[src/include/sams_pkg.sv]
// package of constants and carrier types for the serial converter sequencer
package sams_pkg;

    // ----------------------------------------------------------------
    // register map (byte addresses)
    // ----------------------------------------------------------------
    localparam logic [11:0] SAMS_OFF_CTRL = 12'h000;
    localparam logic [11:0] SAMS_OFF_STATUS = 12'h004;
    localparam logic [11:0] SAMS_OFF_RESULT = 12'h008;
    localparam logic [11:0] SAMS_OFF_CONFIG = 12'h00c;

    // ctrl fields
    localparam int SAMS_CTRL_TWO_CH_BIT = 0;
    localparam logic [31:0] SAMS_CTRL_RESET = 32'h0000_0001;

    // status fields
    localparam int SAMS_ST_BUSY_BIT = 0;
    localparam int SAMS_ST_DONE_BIT = 1;
    localparam int SAMS_ST_STATE_LSB = 4;

    // ----------------------------------------------------------------
    // serial timing
    // ----------------------------------------------------------------
    localparam int SAMS_PCLK_MHZ = 100;
    localparam int SAMS_SCLK_MAX_MHZ = 2;
    localparam int SAMS_SCLK_MIN_CYC = SAMS_PCLK_MHZ / SAMS_SCLK_MAX_MHZ;
    localparam int SAMS_RESULT_BITS = 8;
    localparam int SAMS_ADDR_BITS = 2;

    // ----------------------------------------------------------------
    // types
    // ----------------------------------------------------------------
    typedef enum logic [2:0] {
        SAMS_IDLE = 3'b000,
        SAMS_WAIT_START = 3'b001,
        SAMS_ADDR = 3'b010,
        SAMS_SETTLE = 3'b011,
        SAMS_MSB = 3'b100,
        SAMS_LSB = 3'b101,
        SAMS_TAIL = 3'b110
    } sams_state_t;

    // multiplexer selection toward the analog front end
    typedef struct packed {
        logic mode_single_diff;
        logic odd_sign;
        logic pos_ch1;
        logic neg_used;
        logic neg_ch1;
    } sams_mux_t;

    // serial pins after synchronisation
    typedef struct packed {
        logic cs_n;
        logic sclk;
        logic serial_in;
    } sams_pins_t;

endpackage : sams_pkg

[src/rtl/sams_seq.sv]
// serial interface and conversion sequencer of the converter
`timescale 1ns/1ps
`default_nettype none
// How it works
// - conversion begins on select low; select stays low for whole sequence
// - before start bit, serial input sampled on each rising serial clock edge
// - first sampled one is the start bit; leading zeros ignored
// - two-channel variant captures two assignment bits after the start bit
// - first bit one means single-ended; second bit picks channel 0 or 1
// - differential: second bit zero makes ch0 positive, one reverses
// - single-channel variant takes no assignment bits, converts after start
// - result is positive minus negative, zero when positive is lower
// - half clock settling interval; serial input ignored afterwards
// - output leaves high impedance at settling, drives one leading zero
// - each comparison bit driven on falling edge, MSB first
// - conversion complete after eight clock periods, one bit each
// - two-channel variant then repeats result bits 1 to 7 LSB first; bit 0 is sent once
// - after last data bit, output held low until select returns high
// - single-channel variant sends only the MSB-first result
// - input looked at only while output is high impedance; lines joinable
// - select high: logic static, serial output high impedance
module sams_seq
    import sams_pkg::*;
#(
    parameter int WIDTH = SAMS_RESULT_BITS
)
(
    // clock and reset
    input wire logic pclk,
    input wire logic presetn,
    // apb slave
    input wire logic psel,
    input wire logic penable,
    input wire logic pwrite,
    input wire logic [11:0] paddr,
    input wire logic [31:0] pwdata,
    input wire logic [3:0] pstrb,
    output logic [31:0] prdata,
    output logic pready,
    output logic pslverr,
    // serial pins
    input wire logic cs_n_pin,
    input wire logic sclk_pin,
    input wire logic serial_in_pin,
    output logic serial_out_o,
    output logic serial_out_oe_n,
    // analog front end
    input wire logic comp_above,
    output logic [WIDTH-1:0] dac_code,
    output sams_pkg::sams_mux_t mux_sel,
    output logic sample_hold
);
    localparam int IW = $clog2(WIDTH);

    // ----------------------------------------------------------------
    // pin synchronisation
    // ----------------------------------------------------------------
    sams_pins_t pins;
    logic sclk_rise;
    logic sclk_fall;

    sams_sync u_sync (
        .pclk(pclk),
        .presetn(presetn),
        .cs_n_pin(cs_n_pin),
        .sclk_pin(sclk_pin),
        .serial_in_pin(serial_in_pin),
        .pins(pins),
        .sclk_rise(sclk_rise),
        .sclk_fall(sclk_fall)
    );

    // ----------------------------------------------------------------
    // state
    // ----------------------------------------------------------------
    sams_state_t state_reg;
    logic two_ch_reg;
    logic [1:0] addr_reg;
    logic [1:0] addr_cnt_reg;
    logic [IW-1:0] bit_cnt_reg;
    logic [WIDTH-1:0] shift_reg;
    logic [WIDTH-1:0] last_result_reg;
    logic done_reg;
    logic step_pend_reg;
    logic [WIDTH-1:0] trial;
    logic [WIDTH-1:0] approx_result_reg;
    logic approx_clear;
    logic approx_step;
    logic deselect;

    assign deselect = pins.cs_n;

    // ----------------------------------------------------------------
    // decode helpers
    // ----------------------------------------------------------------
    // channel assignment decode
    function automatic sams_mux_t mux_decode(input logic two_ch, input logic [1:0] addr);
        sams_mux_t m;
        if (!two_ch) begin
            m = '{mode_single_diff: 1'b0, odd_sign: 1'b0, pos_ch1: 1'b0,
                  neg_used: 1'b1, neg_ch1: 1'b1};
        end else begin
            m.mode_single_diff = addr[1];
            m.odd_sign = addr[0];
            m.pos_ch1 = addr[0];
            m.neg_used = ~addr[1];
            m.neg_ch1 = ~addr[0];
        end
        return m;
    endfunction

    // waiting for start, addressing or settling: the assignment is still being formed
    function automatic logic mux_open(input sams_state_t s);
        return (s == SAMS_WAIT_START) || (s == SAMS_ADDR) || (s == SAMS_SETTLE);
    endfunction

    // ----------------------------------------------------------------
    // approximation register
    // ----------------------------------------------------------------
    // clamp by comparison
    assign approx_clear = (state_reg == SAMS_SETTLE) && sclk_fall;
    assign approx_step = step_pend_reg;

    sams_approx #(
        .WIDTH(WIDTH)
    ) u_approx (
        .pclk(pclk),
        .presetn(presetn),
        .clear(approx_clear),
        .step(approx_step),
        .bit_idx(bit_cnt_reg),
        .comp_above(comp_above),
        .trial(trial),
        .approx_result_reg(approx_result_reg)
    );

    // ----------------------------------------------------------------
    // sequencer
    // ----------------------------------------------------------------
    always_ff @(posedge pclk or negedge presetn) begin
        if (!presetn) begin
            state_reg <= SAMS_IDLE;
            addr_reg <= 2'b00;
            addr_cnt_reg <= 2'b00;
            bit_cnt_reg <= '0;
            shift_reg <= '0;
            step_pend_reg <= 1'b0;
        end else if (deselect) begin
            state_reg <= SAMS_IDLE;
            step_pend_reg <= 1'b0;
        end else begin
            step_pend_reg <= 1'b0;
            case (state_reg)
                SAMS_IDLE: begin
                    state_reg <= SAMS_WAIT_START;
                end
                SAMS_WAIT_START: begin
                    if (sclk_rise && pins.serial_in) begin
                        addr_cnt_reg <= 2'b00;
                        state_reg <= two_ch_reg ? SAMS_ADDR : SAMS_SETTLE;
                    end
                end
                SAMS_ADDR: begin
                    if (sclk_rise) begin
                        addr_reg <= {addr_reg[0], pins.serial_in};
                        addr_cnt_reg <= addr_cnt_reg + 2'd1;
                        if (addr_cnt_reg == 2'(SAMS_ADDR_BITS - 1)) begin
                            state_reg <= SAMS_SETTLE;
                        end
                    end
                end
                SAMS_SETTLE: begin
                    if (sclk_fall) begin
                        bit_cnt_reg <= IW'(WIDTH - 1);
                        state_reg <= SAMS_MSB;
                    end
                end
                SAMS_MSB: begin
                    if (sclk_fall) begin
                        step_pend_reg <= 1'b1;
                    end
                    if (step_pend_reg) begin
                        if (bit_cnt_reg == '0) begin
                            state_reg <= two_ch_reg ? SAMS_LSB : SAMS_TAIL;
                            bit_cnt_reg <= IW'(1);
                            shift_reg <= {1'b0, approx_result_reg[WIDTH-1:1]};
                        end else begin
                            bit_cnt_reg <= bit_cnt_reg - IW'(1);
                        end
                    end
                end
                SAMS_LSB: begin
                    if (sclk_fall) begin
                        shift_reg <= shift_reg >> 1;
                        if (bit_cnt_reg == IW'(WIDTH - 1)) begin
                            state_reg <= SAMS_TAIL;
                        end else begin
                            bit_cnt_reg <= bit_cnt_reg + IW'(1);
                        end
                    end
                end
                SAMS_TAIL: begin
                    state_reg <= SAMS_TAIL;
                end
                default: begin
                    state_reg <= SAMS_IDLE;
                end
            endcase
        end
    end

    // ----------------------------------------------------------------
    // serial output pin
    // ----------------------------------------------------------------
    always_ff @(posedge pclk or negedge presetn) begin
        if (!presetn) begin
            serial_out_o <= 1'b0;
            serial_out_oe_n <= 1'b1;
        end else if (deselect) begin
            serial_out_o <= 1'b0;
            serial_out_oe_n <= 1'b1;
        end else begin
            case (state_reg)
                SAMS_WAIT_START, SAMS_ADDR: begin
                    serial_out_o <= 1'b0;
                    serial_out_oe_n <= 1'b1;
                    if (sclk_fall) begin
                        serial_out_oe_n <= 1'b1;
                    end
                end
                SAMS_SETTLE: begin
                    serial_out_o <= 1'b0;
                    serial_out_oe_n <= 1'b0;
                end
                SAMS_MSB: begin
                    if (step_pend_reg) begin
                        serial_out_o <= comp_above;
                    end
                end
                SAMS_LSB: begin
                    if (sclk_fall) begin
                        serial_out_o <= shift_reg[0];
                    end
                end
                SAMS_TAIL: begin
                    if (sclk_fall) begin
                        serial_out_o <= 1'b0;
                    end
                end
                default: begin
                    serial_out_o <= 1'b0;
                    serial_out_oe_n <= 1'b1;
                end
            endcase
        end
    end

    // ----------------------------------------------------------------
    // front end drive
    // ----------------------------------------------------------------
    always_ff @(posedge pclk or negedge presetn) begin
        if (!presetn) begin
            dac_code <= '0;
            mux_sel <= '0;
            sample_hold <= 1'b0;
        end else begin
            dac_code <= trial;
            sample_hold <= (state_reg == SAMS_SETTLE);
            if (mux_open(state_reg)) begin
                mux_sel <= mux_decode(two_ch_reg, addr_reg);
            end
        end
    end

    // ----------------------------------------------------------------
    // result capture
    // ----------------------------------------------------------------
    always_ff @(posedge pclk or negedge presetn) begin
        if (!presetn) begin
            last_result_reg <= '0;
            done_reg <= 1'b0;
        end else if (state_reg == SAMS_MSB && step_pend_reg && bit_cnt_reg == '0) begin
            last_result_reg <= {approx_result_reg[WIDTH-1:1], comp_above};
            done_reg <= 1'b1;
        end else if (psel && penable && !pwrite && paddr == SAMS_OFF_RESULT) begin
            done_reg <= 1'b0;
        end
    end

    // ----------------------------------------------------------------
    // apb registers
    // ----------------------------------------------------------------
    always_ff @(posedge pclk or negedge presetn) begin
        if (!presetn) begin
            two_ch_reg <= SAMS_CTRL_RESET[SAMS_CTRL_TWO_CH_BIT];
        end else if (psel && penable && pwrite && paddr == SAMS_OFF_CTRL && pstrb[0]) begin
            two_ch_reg <= pwdata[SAMS_CTRL_TWO_CH_BIT];
        end
    end

    always_ff @(posedge pclk or negedge presetn) begin
        if (!presetn) begin
            prdata <= 32'h0000_0000;
            pready <= 1'b0;
            pslverr <= 1'b0;
        end else begin
            pready <= psel && !penable;
            pslverr <= 1'b0;
            prdata <= 32'h0000_0000;
            if (psel && !penable) begin
                case (paddr)
                    SAMS_OFF_CTRL: prdata <= {31'd0, two_ch_reg};
                    SAMS_OFF_STATUS: prdata <= {25'd0, state_reg, 2'b00, done_reg,
                                                state_reg != SAMS_IDLE};
                    SAMS_OFF_RESULT: prdata <= {24'd0, last_result_reg};
                    SAMS_OFF_CONFIG: prdata <= {27'd0, mux_sel};
                    default: pslverr <= 1'b1;
                endcase
            end
        end
    end
endmodule // sams_seq
`default_nettype wire

[src/rtl/sams_sync.sv]
// two flop synchroniser with edge detection after the second stage
`timescale 1ns/1ps
`default_nettype none
module sams_sync
    import sams_pkg::*;
(
    // clock and reset
    input wire logic pclk,
    input wire logic presetn,
    // raw pins
    input wire logic cs_n_pin,
    input wire logic sclk_pin,
    input wire logic serial_in_pin,
    // synchronised
    output sams_pkg::sams_pins_t pins,
    output logic sclk_rise,
    output logic sclk_fall
);
    logic [2:0] meta_reg;
    sams_pins_t stage_reg;
    logic sclk_d_reg;

    // ----------------------------------------------------------------
    // two stages
    // ----------------------------------------------------------------
    always_ff @(posedge pclk or negedge presetn) begin
        if (!presetn) begin
            meta_reg <= 3'b100;
            stage_reg <= '{cs_n: 1'b1, sclk: 1'b0, serial_in: 1'b0};
            sclk_d_reg <= 1'b0;
        end else begin
            meta_reg <= {cs_n_pin, sclk_pin, serial_in_pin};
            stage_reg <= meta_reg;
            sclk_d_reg <= stage_reg.sclk;
        end
    end

    assign pins = stage_reg;
    assign sclk_rise = stage_reg.sclk & ~sclk_d_reg;
    assign sclk_fall = ~stage_reg.sclk & sclk_d_reg;
endmodule // sams_sync
`default_nettype wire

[src/rtl/sams_approx.sv]
// successive approximation step logic against the front end comparator
`timescale 1ns/1ps
`default_nettype none
module sams_approx
    import sams_pkg::*;
#(
    parameter int WIDTH = SAMS_RESULT_BITS
)
(
    // clock and reset
    input wire logic pclk,
    input wire logic presetn,
    // control
    input wire logic clear,
    input wire logic step,
    input wire logic [$clog2(WIDTH)-1:0] bit_idx,
    // comparator: positive input above trial level
    input wire logic comp_above,
    // outputs
    output logic [WIDTH-1:0] trial,
    output logic [WIDTH-1:0] approx_result_reg
);
    // ----------------------------------------------------------------
    // trial code: result so far with the current bit set
    // ----------------------------------------------------------------
    always_comb begin
        trial = approx_result_reg;
        trial[bit_idx] = 1'b1;
    end

    // ----------------------------------------------------------------
    // keep bit when comparator high; negative difference ends at zero
    // ----------------------------------------------------------------
    always_ff @(posedge pclk or negedge presetn) begin
        if (!presetn) begin
            approx_result_reg <= '0;
        end else if (clear) begin
            approx_result_reg <= '0;
        end else if (step) begin
            approx_result_reg[bit_idx] <= comp_above;
        end
    end
endmodule // sams_approx
`default_nettype wire

[config.mk]
export PLATFORM = sky130hd
export DESIGN_NAME = sams_seq
export DESIGN_NICKNAME = d
export VERILOG_FILES = /design/src/include/sams_pkg.sv /design/src/rtl/sams_seq.sv /design/src/rtl/sams_sync.sv /design/src/rtl/sams_approx.sv
export SDC_FILE = /design/constraint.sdc
export NUM_CORES = 1
export LEC_CHECK = 0
export BUFFER_PORTS_ARGS = -buffer_cell sky130_fd_sc_hd__buf_2
export CORE_ASPECT_RATIO = 1.2
export CORE_MARGIN = 1
export CORE_UTILIZATION = 26
export CTS_CLUSTER_DIAMETER = 150
export DETAILED_ROUTE_END_ITERATION = 6
export SLEW_MARGIN = 30
export SYNTH_ARGS = -nofsm -noshare
export SYNTH_HDL_FRONTEND = slang
export SYNTH_SLANG_ARGS = --single-unit
export TNS_END_PERCENT = 30
[constraint.sdc]
create_clock -name pclk -period 6.8 [get_ports pclk]
set_input_delay 1.02 -clock pclk [delete_from_list [all_inputs] [get_ports pclk]]
set_output_delay 1.02 -clock pclk [all_outputs]
set_load 0.01 [all_outputs]
==> flow_summary.json, run 1 <==
{
  "outcome": "finished clean",
  "yosysMostFrequentCell": "dfrtp_1",
  "ys_ff_latch": 68,
  "maxSlewHeadroom_pct": 43.3,
  "yosysTopAreaCellShare_pct": 48.3,
  "clkLatencyLatePin_ns": 0.33,
  "io_buffer_count": 48,
  "worstPathMaxFanout": 17,
  "final_nets": 419,
  "crit_path_end_kind": "flip-flop",
  "swShare_pct": 27.1,
  "worstMarginPinSlew_ns": 0.850,
  "async_flop_share_pct": 100,
  "finalPower_w": 0.00112,
  "placed_area_um2": 3600,
  "clockBufferDepth": 2,
  "core-area_um2": 12300,
  "fill_cells": 1250,
  "track_usage_pct": 10.9,
  "rsz0062_at_grt": "no",
  "vias": 2344,
  "ctsHoldBuffers": 0,
  "ir_drop_v": 0.000125,
  "crit_type": "reg2reg",
  "avgSynthCellArea_um2": 10.6,
  "dp_hpwl_mm": 4.66,
  "grt_pass1_vias": 2273,
  "ys_seq_area_share_pct": 51.5,
  "drive_gt1_share_pct": 24.9,
  "post-cts-setup-buffers": 0,
  "place.gp.congestion": 0.778,
  "core.rowCount": 44,
  "cp.required_ns": 7.01,
  "setup_violations": 0,
  "post_drt_wl_per_cell_um": 12.8,
  "postRouteAntennaNets": 0,
  "hold_violations": 0,
  "setup_tns_ns": 0,
  "yosys.cell_types.count": 49,
  "grt_remaining_overflow": 0,
  "synth_top_area_cell": "dfrtp_1",
  "clock_sinks": 68,
  "comb_power_share_pct": 14.6,
  "worstHoldPathType": "reg2reg",
  "cap_viol_max_count": 0,
  "fp.dieArea_um2": 13200,
  "switching_power_w": 0.000305,
  "crit_path_start_kind": "flip-flop",
  "fin_worst_skew_ns": 0.00836,
  "numCtsBuffers": 9,
  "die_h_um": 126,
  "syn2layout_area_growth_pct": 17.9,
  "post_synth_main_area_contributors": "dfrtp_1 (48%), buf_4 (5.7%), mux2_2 (4.8%), mux2i_1 (4.5%), dfstp_2 (3.2%)",
  "wirelength_mm": 6.73,
  "yosys-top-cells-count": "dfrtp_1 (64), buf_4 (25), nand2_1 (25)",
  "htreeDepth": 3,
  "root_buffer": "clkbuf_16",
  "slew_viol_final": 0,
  "power_frac_seq_pct": 44.0,
  "drtPass1Iterations": 4,
  "leakage_nw": 1.85,
  "arrival_ns": 2.57,
  "vias_per_cell": 4.47,
  "antenna_found_initial": 1,
  "grt_pass1_wl_mm": 11.4,
  "ys.flop_type": "dfrtp_1",
  "setup_slack_ns": 4.44,
  "max_freq_mhz": 424,
  "post-route-min-period_ns": 2.36,
  "synth_cells": 312,
  "p_per_area_nw_per_um2": 287,
  "power.internal_w": 0.000818,
  "grt_max_degree": 69,
  "initial_utilization_pct": 27.0,
  "syn_area_um2": 3310,
  "ios": 107,
  "multi_input_area_um2": 1410,
  "dr.first_iter.drc_count": 113,
  "die_x_um": 105,
  "fin_area_um2": 3910,
  "ff_latch_area_um2": 1710,
  "cts_resized": 0,
  "period_share_pct": 34.7,
  "p_clk_share_pct": 41.3,
  "clk_pin_slew_ns": 0.05,
  "post-place-ws_ns": 4.36,
  "finalCoreUtilization_pct": 31.8,
  "synth_edf_count": 0,
  "drc": 0,
  "cts_tree": "yes",
  "ys_warn_count": 0
}
layer usage:
| metal | part of all wire, % | vias to the layer above | global-route usage (%) |
|---|---|---|---|
| li1 | - | 1130 | - |
| met1 | 44 | 1140 | 13.8 |
| met2 | 49 | 62 | 17.2 |
| met3 | 5.1 | 12 | 3.78 |
| met4 | 1.6 | 0 | 3.73 |
| met5 | 0 | - | 0 |
placed cells by master, fill, tap and decap left out, types with 5 or more instances in the layout:
cell type,n
dfrtp_1,64
buf_2,48
nand2_1,25
conb_1,24
nor2_1,21
nand3_1,15
mux2i_1,15
a21oi_1,14
mux2_2,14
o21ai_0,13
nor2b_1,11
inv_1,10
clkbuf_16,9
nand2b_1,7
a21o_1,6
ha_1,5
path summary, 6_finish.rpt:
kind | to | start | slack (ns) | depth (start not counted)
max reg2reg | last_result_reg[1] | bit_cnt_reg[2] | 4.44 | 4
max in group asynchronous | dac_code[1] | presetn | 5.36 | 2
min reg2reg | u_sync.pins[0] | u_sync.meta_reg[0] | 0.35 | 0
min in group asynchronous | addr_reg[0] | presetn | 0.89 | 2
max | last_result_reg[1] | bit_cnt_reg[2] | 4.44 | 4
min | u_sync.pins[0] | u_sync.meta_reg[0] | 0.35 | 0
worst max-delay path: stages, from the launching register on:
cell	delay [ns]
dfrtp_1	0.58
nor2b_1	0.55
nand2_1	0.13
nor3_2	0.57
mux2_2	0.41
power groups by stage:
stage	registers (W)	logic [W]	clock network [W]
floorplan	0.000483	0.000129	0
global placement	0.000499	0.000157	0
detailed placement	0.000501	0.000164	0
CTS	0.000493	0.000165	0.000474
global route	0.000501	0.000185	0.000493
finish	0.000494	0.000164	0.000464
final cells by class:
cell class / count / area share [%]
sequential: 68 / 43.7
multi-input combinational: 219 / 36.0
clock buffer: 12 / 6.57
timing repair buffer: 49 / 6.34
tap: 161 / 5.16
clock inverter: 4 / 1.22
inverter: 10 / 0.961
antenna: 1 / 0.0641
through the flow:
step                      std cells  hold WS, ns
after floorplan                 335        0.331
after CTS                       523        0.347
final                           524        0.345
after global routing            523        0.357
after global placement          507        0.336
after detailed placement        507        0.335
cells by family (layout without fill, tap and decap cells):
kind of cell    after synthesis  in the layout  synth area share (%)
mux                          30             30                  9.97
other cells                   1             25                 0.113
flops                        68             68                  51.5
simple gates                103            103                  16.3
compound gates               55             55                  11.0
fa+ha+maj                     5              5                  1.89
buf+inv                      48             75                  8.68
xor+xnor                      2              2                 0.529
Note: power is estimated with default switching activity, not from simulation.
==> run 2: changes to the inputs <==
Clock period 6.8 ns to 2.36 ns, I/O delays scaled along.
==> run 2 against run 1 <==
  * Final area up 2.0%
  * Clock-buffer cell count down 3
  * Critical endpoint is now state_reg[0]
  * First-iteration DRC count decreased by 18%
  * Total power rose to 3.0 times the previous value
  * Fmax up 11%
  * Die area is the same
  * Critical path depth up 2
  * Global-route usage is 0.29 points higher
  * Worst setup slack worse by 4.2 ns
  * Register-to-register slack got worse by 4.2 ns
==> flow_summary.json, run 2 (synthesis results as in run 1) <==
{
  "postRouteAntennaNets": 0,
  "grt_max_degree": 48,
  "dr.first_iter.drc_count": 93,
  "hold_violations": 0,
  "max_freq_mhz": 470,
  "placed_area_um2": 3670,
  "root_buffer": "clkbuf_16",
  "cp.required_ns": 2.61,
  "post-route-min-period_ns": 2.13,
  "antenna_found_initial": 0,
  "setup_tns_ns": 0,
  "drtPass1Iterations": 4,
  "drc": 0,
  "die_x_um": 105,
  "worstPathCellList": "inv_1 > ha_1 > or3b_4 > a2111o_1 > a311o_1 > o211ai_2",
  "setup_violations": 0,
  "ios": 107,
  "final_cell_mix": "dfrtp_1 (64), buf_2 (48), nand2_1 (25), conb_1 (24), nor2_1 (21)",
  "ctsHoldBuffers": 0,
  "die_h_um": 126,
  "ff_latch_area_um2": 1710,
  "core-area_um2": 12300,
  "outcome": "finished clean",
  "grt_pass1_wl_mm": 11.6,
  "fin_area_um2": 3990,
  "leakage_nw": 1.89,
  "finalPower_w": 0.00334,
  "multi_input_area_um2": 1410,
  "worstMarginPinSlew_ns": 0.614,
  "clkLatencyLatePin_ns": 0.33,
  "antenna_cells": 0,
  "ir_drop_v": 0.000360,
  "fp.dieArea_um2": 13200,
  "maxSlewHeadroom_pct": 58.8,
  "drive_gt1_share_pct": 26.6,
  "p_per_area_nw_per_um2": 838,
  "arrival_ns": 2.38,
  "numCtsBuffers": 9,
  "core.rowCount": 44,
  "final_nets": 427,
  "crit_path_end_kind": "flip-flop",
  "crit_path_start_kind": "flip-flop",
  "crit_path_max_incr_delay_ns": 0.48,
  "grt_remaining_overflow": 0,
  "whs_ns": 0.00517,
  "io_buffer_count": 48,
  "crit_type": "reg2reg",
  "post_drt_wl_per_cell_um": 13.0,
  "fill_cells": 1254,
  "wirelength_mm": 6.88,
  "post-cts-setup-buffers": 0,
  "worstHoldPathType": "in2async",
  "clk_pin_slew_ns": 0.06,
  "cts_resized": 0,
  "slew_viol_final": 0,
  "syn2layout_area_growth_pct": 20.3,
  "initial_utilization_pct": 27.0,
  "finalCoreUtilization_pct": 32.5,
  "period_share_pct": 90.1,
  "vias": 2332,
  "cap_viol_max_count": 0,
  "worstPathMaxFanout": 10,
  "vias_per_cell": 4.40,
  "rsz0062_at_grt": "no",
  "clockBufferDepth": 2,
  "clock_sinks": 68,
  "grt_pass1_vias": 2273,
  "final_common_cell": "dfrtp_1",
  "track_usage_pct": 11.2,
  "cts_tree": "yes",
  "htreeDepth": 3,
  "fin_worst_skew_ns": 0.00661,
  "critPathSlowestCell": "dfrtp_1",
  "place.gp.congestion": 0.809,
  "dp_hpwl_mm": 4.90
}
==> run 2: cell count changes in the layout (fill, tap and decap cells not counted), sizes merged <==
cell,change
buf,+8
clkbuf,-3
bufinv,+1
clkinv,-1
clkinvlp,+1
diode,-1
inv,+1
==> run 2: power breakdown <==
group | switching, W | internal [W] | leakage, nW
Combinational | 0.000307 | 0.000227 | 0.881
Sequential | 0.000110 | 0.00128 | 0.864
Clock | 0.000496 | 0.000920 | 0.148
==> run 2: worst max-delay path: cells and delay by family, from the launching register on <==
family                   cells  cell delay (ns)
AO/OA/AOI/OAI                3             0.85
flip-flops                   1             0.48
AND/OR/NAND/NOR              1             0.40
adder cells (fa/ha/maj)      1             0.17
buffers and inverters        1             0.15
==> run 2: area by class of cell <==
cell class / count / area share [%]
timing repair buffer: 57 / 8.04
clock inverter: 6 / 2.23
tap: 161 / 5.05
inverter: 10 / 0.942
clock buffer: 9 / 5.65
sequential: 68 / 42.8
multi-input combinational: 219 / 35.3
==> run 2: routing by layer <==
metal / up-vias / GRT usage (%) / part of all wire (%)
met5: - / 0 / 0
met4: 0 / 4.14 / 0.71
li1: 1137 / - / -
met1: 1134 / 14.5 / 45
met3: 4 / 3.26 / 4.1
met2: 57 / 17.6 / 51
==> run 2: stage by stage <==
step | setup WS [ns] | instances
after floorplan | 0.231 | 335
after global placement | 0.287 | 515
after detailed placement | 0.246 | 515
after CTS | 0.226 | 530
after global routing | 0.112 | 530
final | 0.233 | 530
==> run 2: path summary, 6_finish.rpt <==
| path | startpoint | slack (ns) | end | cells after the start |
|---|---|---|---|---|
| max | bit_cnt_reg[0] | 0.23 | state_reg[0] | 6 |
| min | presetn | 0.005 | u_sync.pins[0] | 1 |
| max reg2reg | bit_cnt_reg[0] | 0.23 | state_reg[0] | 6 |
| min reg2reg | u_sync.meta_reg[2] | 0.35 | u_sync.pins[2] | 0 |
| max in group asynchronous | presetn | 1.70 | two_ch_reg | 2 |
| min in group pclk | cs_n_pin | 0.13 | u_sync.meta_reg[2] | 1 |
==> run 3: changes to the inputs <==
Settings changed: CORE_UTILIZATION 26 to 49, PLACE_DENSITY set to 0.77.
==> run 3 against run 2 <==
  * Register-to-register slack barely moved
  * Core utilization up 26 points
  * Critical path type unchanged
  * Clock-buffer cell count up 2
  * Largest power group is now sequential cells
  * Critical endpoint unchanged
  * Sequential power about the same
  * Total power is 16% lower
  * Global-route usage is 8.7 points higher
  * Via count grew 2.3%
  * Non-clock buffer count is 1 higher
  * Clock skew rose by 0.00084 ns
  * Hold slack better by 0.043 ns
  * Routed wire length is 5.9% lower
  * Die area decreased by 46%
==> flow_summary.json, run 3 (synthesis results as in run 1) <==
{
  "vias_per_cell": 5.23,
  "final_nets": 428,
  "placed_area_um2": 3580,
  "dp_hpwl_mm": 4.58,
  "drc": 0,
  "antenna_cells": 0,
  "finalPower_w": 0.00279,
  "worstMarginPinSlew_ns": 0.703,
  "worstPathCellList": "inv_1 > ha_1 > or3b_4 > a2111o_1 > a311o_1 > o211ai_2",
  "slew_viol_final": 0,
  "clockBufferDepth": 2,
  "crit_type": "reg2reg",
  "setup_slack_ns": 0.244,
  "drtPass1Iterations": 4,
  "power_frac_seq_pct": 50.0,
  "post-route-min-period_ns": 2.12,
  "drive_gt1_share_pct": 26.7,
  "final_cell_mix": "dfrtp_1 (64), buf_2 (48), nand2_1 (25), conb_1 (24), nor2_1 (21)",
  "postRouteAntennaNets": 0,
  "p_clk_share_pct": 31.2,
  "cp.required_ns": 2.63,
  "cts_resized": 0,
  "post-place-ws_ns": 0.289,
  "cts_tree": "yes",
  "setup_violations": 0,
  "wirelength_mm": 6.48,
  "core.rowCount": 32,
  "io_buffer_count": 48,
  "whs_ns": 0.0484,
  "crit_path_start_kind": "flip-flop",
  "final_common_cell": "dfrtp_1",
  "core-area_um2": 6490,
  "vias": 2386,
  "rsz0062_at_grt": "no",
  "fin_worst_skew_ns": 0.00746,
  "comb_power_share_pct": 18.8,
  "post-cts-setup-buffers": 0,
  "fin_area_um2": 3760,
  "ios": 107,
  "setup_tns_ns": 0,
  "grt_max_degree": 39,
  "dr.first_iter.drc_count": 180,
  "clk_pin_slew_ns": 0.08,
  "root_buffer": "clkbuf_8",
  "post_drt_wl_per_cell_um": 14.2,
  "die_h_um": 92.1,
  "die_x_um": 77.1,
  "syn2layout_area_growth_pct": 13.6,
  "grt_remaining_overflow": 0,
  "numCtsBuffers": 9,
  "worstPathMaxFanout": 10,
  "hold_violations": 0,
  "fp.dieArea_um2": 7100,
  "outcome": "finished clean",
  "swShare_pct": 31.4,
  "power.internal_w": 0.00191,
  "cap_viol_max_count": 0,
  "grt_pass1_wl_mm": 10.8,
  "initial_utilization_pct": 51.1,
  "p_per_area_nw_per_um2": 741,
  "max_freq_mhz": 473,
  "crit_path_max_incr_delay_ns": 0.50,
  "ir_drop_v": 0.000432,
  "arrival_ns": 2.38,
  "track_usage_pct": 19.9,
  "maxSlewHeadroom_pct": 53.2,
  "grt_pass1_vias": 2267,
  "switching_power_w": 0.000877,
  "period_share_pct": 89.7,
  "antenna_found_initial": 0,
  "htreeDepth": 3,
  "clock_sinks": 68,
  "critPathSlowestCell": "dfrtp_1",
  "clkLatencyLatePin_ns": 0.34,
  "crit_path_end_kind": "flip-flop",
  "ctsHoldBuffers": 0,
  "leakage_nw": 1.84,
  "worstHoldPathType": "in2async",
  "place.gp.congestion": 0.825
}
run 3: routing by layer:
metal / GRT usage, % / wire (um) / share of wire (%) / vias up
li1: - / - / - / 1145
met1: 23.7 / 2730 / 42 / 1179
met2: 33.5 / 3480 / 54 / 52
met3: 3.68 / 174 / 2.7 / 10
met4: 11.3 / 97 / 1.5 / 0
met5: 0 / 0 / 0 / -
run 3: final cells by class:
cell class	instances	area, um2
multi-input cells	219	1410
inverters	10	37.5
clock inverters	5	37.5
repair buffers	58	328
well taps	85	106
clock buffers	11	141
fillers	569	2720
flip-flops and latches	68	1710
run 3: final timing paths:
kind | start | endpoint | slack [ns] | cells after the start
worst max-delay path | bit_cnt_reg[0] | state_reg[0] | 0.24 | 6
worst min-delay path | presetn | pslverr | 0.05 | 1
worst max register to register | bit_cnt_reg[0] | state_reg[0] | 0.24 | 6
worst min register to register | u_sync.meta_reg[0] | u_sync.pins[0] | 0.35 | 0
max in group asynchronous | presetn | dac_code[5] | 1.67 | 2
min in group pclk | cs_n_pin | u_sync.meta_reg[2] | 0.11 | 1
run 3: power groups by stage:
stage / Sequential [W] / Clock, W / Combinational, W
floorplan: 0.00139 / 0 / 0.000371
global placement: 0.00141 / 0 / 0.000502
detailed placement: 0.00141 / 0 / 0.000517
CTS: 0.00139 / 0.000880 / 0.000524
global route: 0.00141 / 0.000938 / 0.000586
finish: 0.00140 / 0.000871 / 0.000524
run 3: critical path: cells and delay by family, from the launching register on:
family	cells	cell delay, ns
AO/OA/AOI/OAI	3	0.85
flip-flops	1	0.50
AND/OR/NAND/NOR	1	0.39
buffers and inverters	1	0.14
adder cells (fa/ha/maj)	1	0.16
run 3: stage by stage:
| step | instances | utilization (%) |
|---|---|---|
| 6_report | 456 | 58.0 |
| 5_1_grt | 456 | 58.0 |
| 4_1_cts | 456 | 58.0 |
| 3_5_place_dp | 440 | 55.3 |
| 3_3_place_gp | 440 | 55.3 |
| 2_1_floorplan | 335 | - |
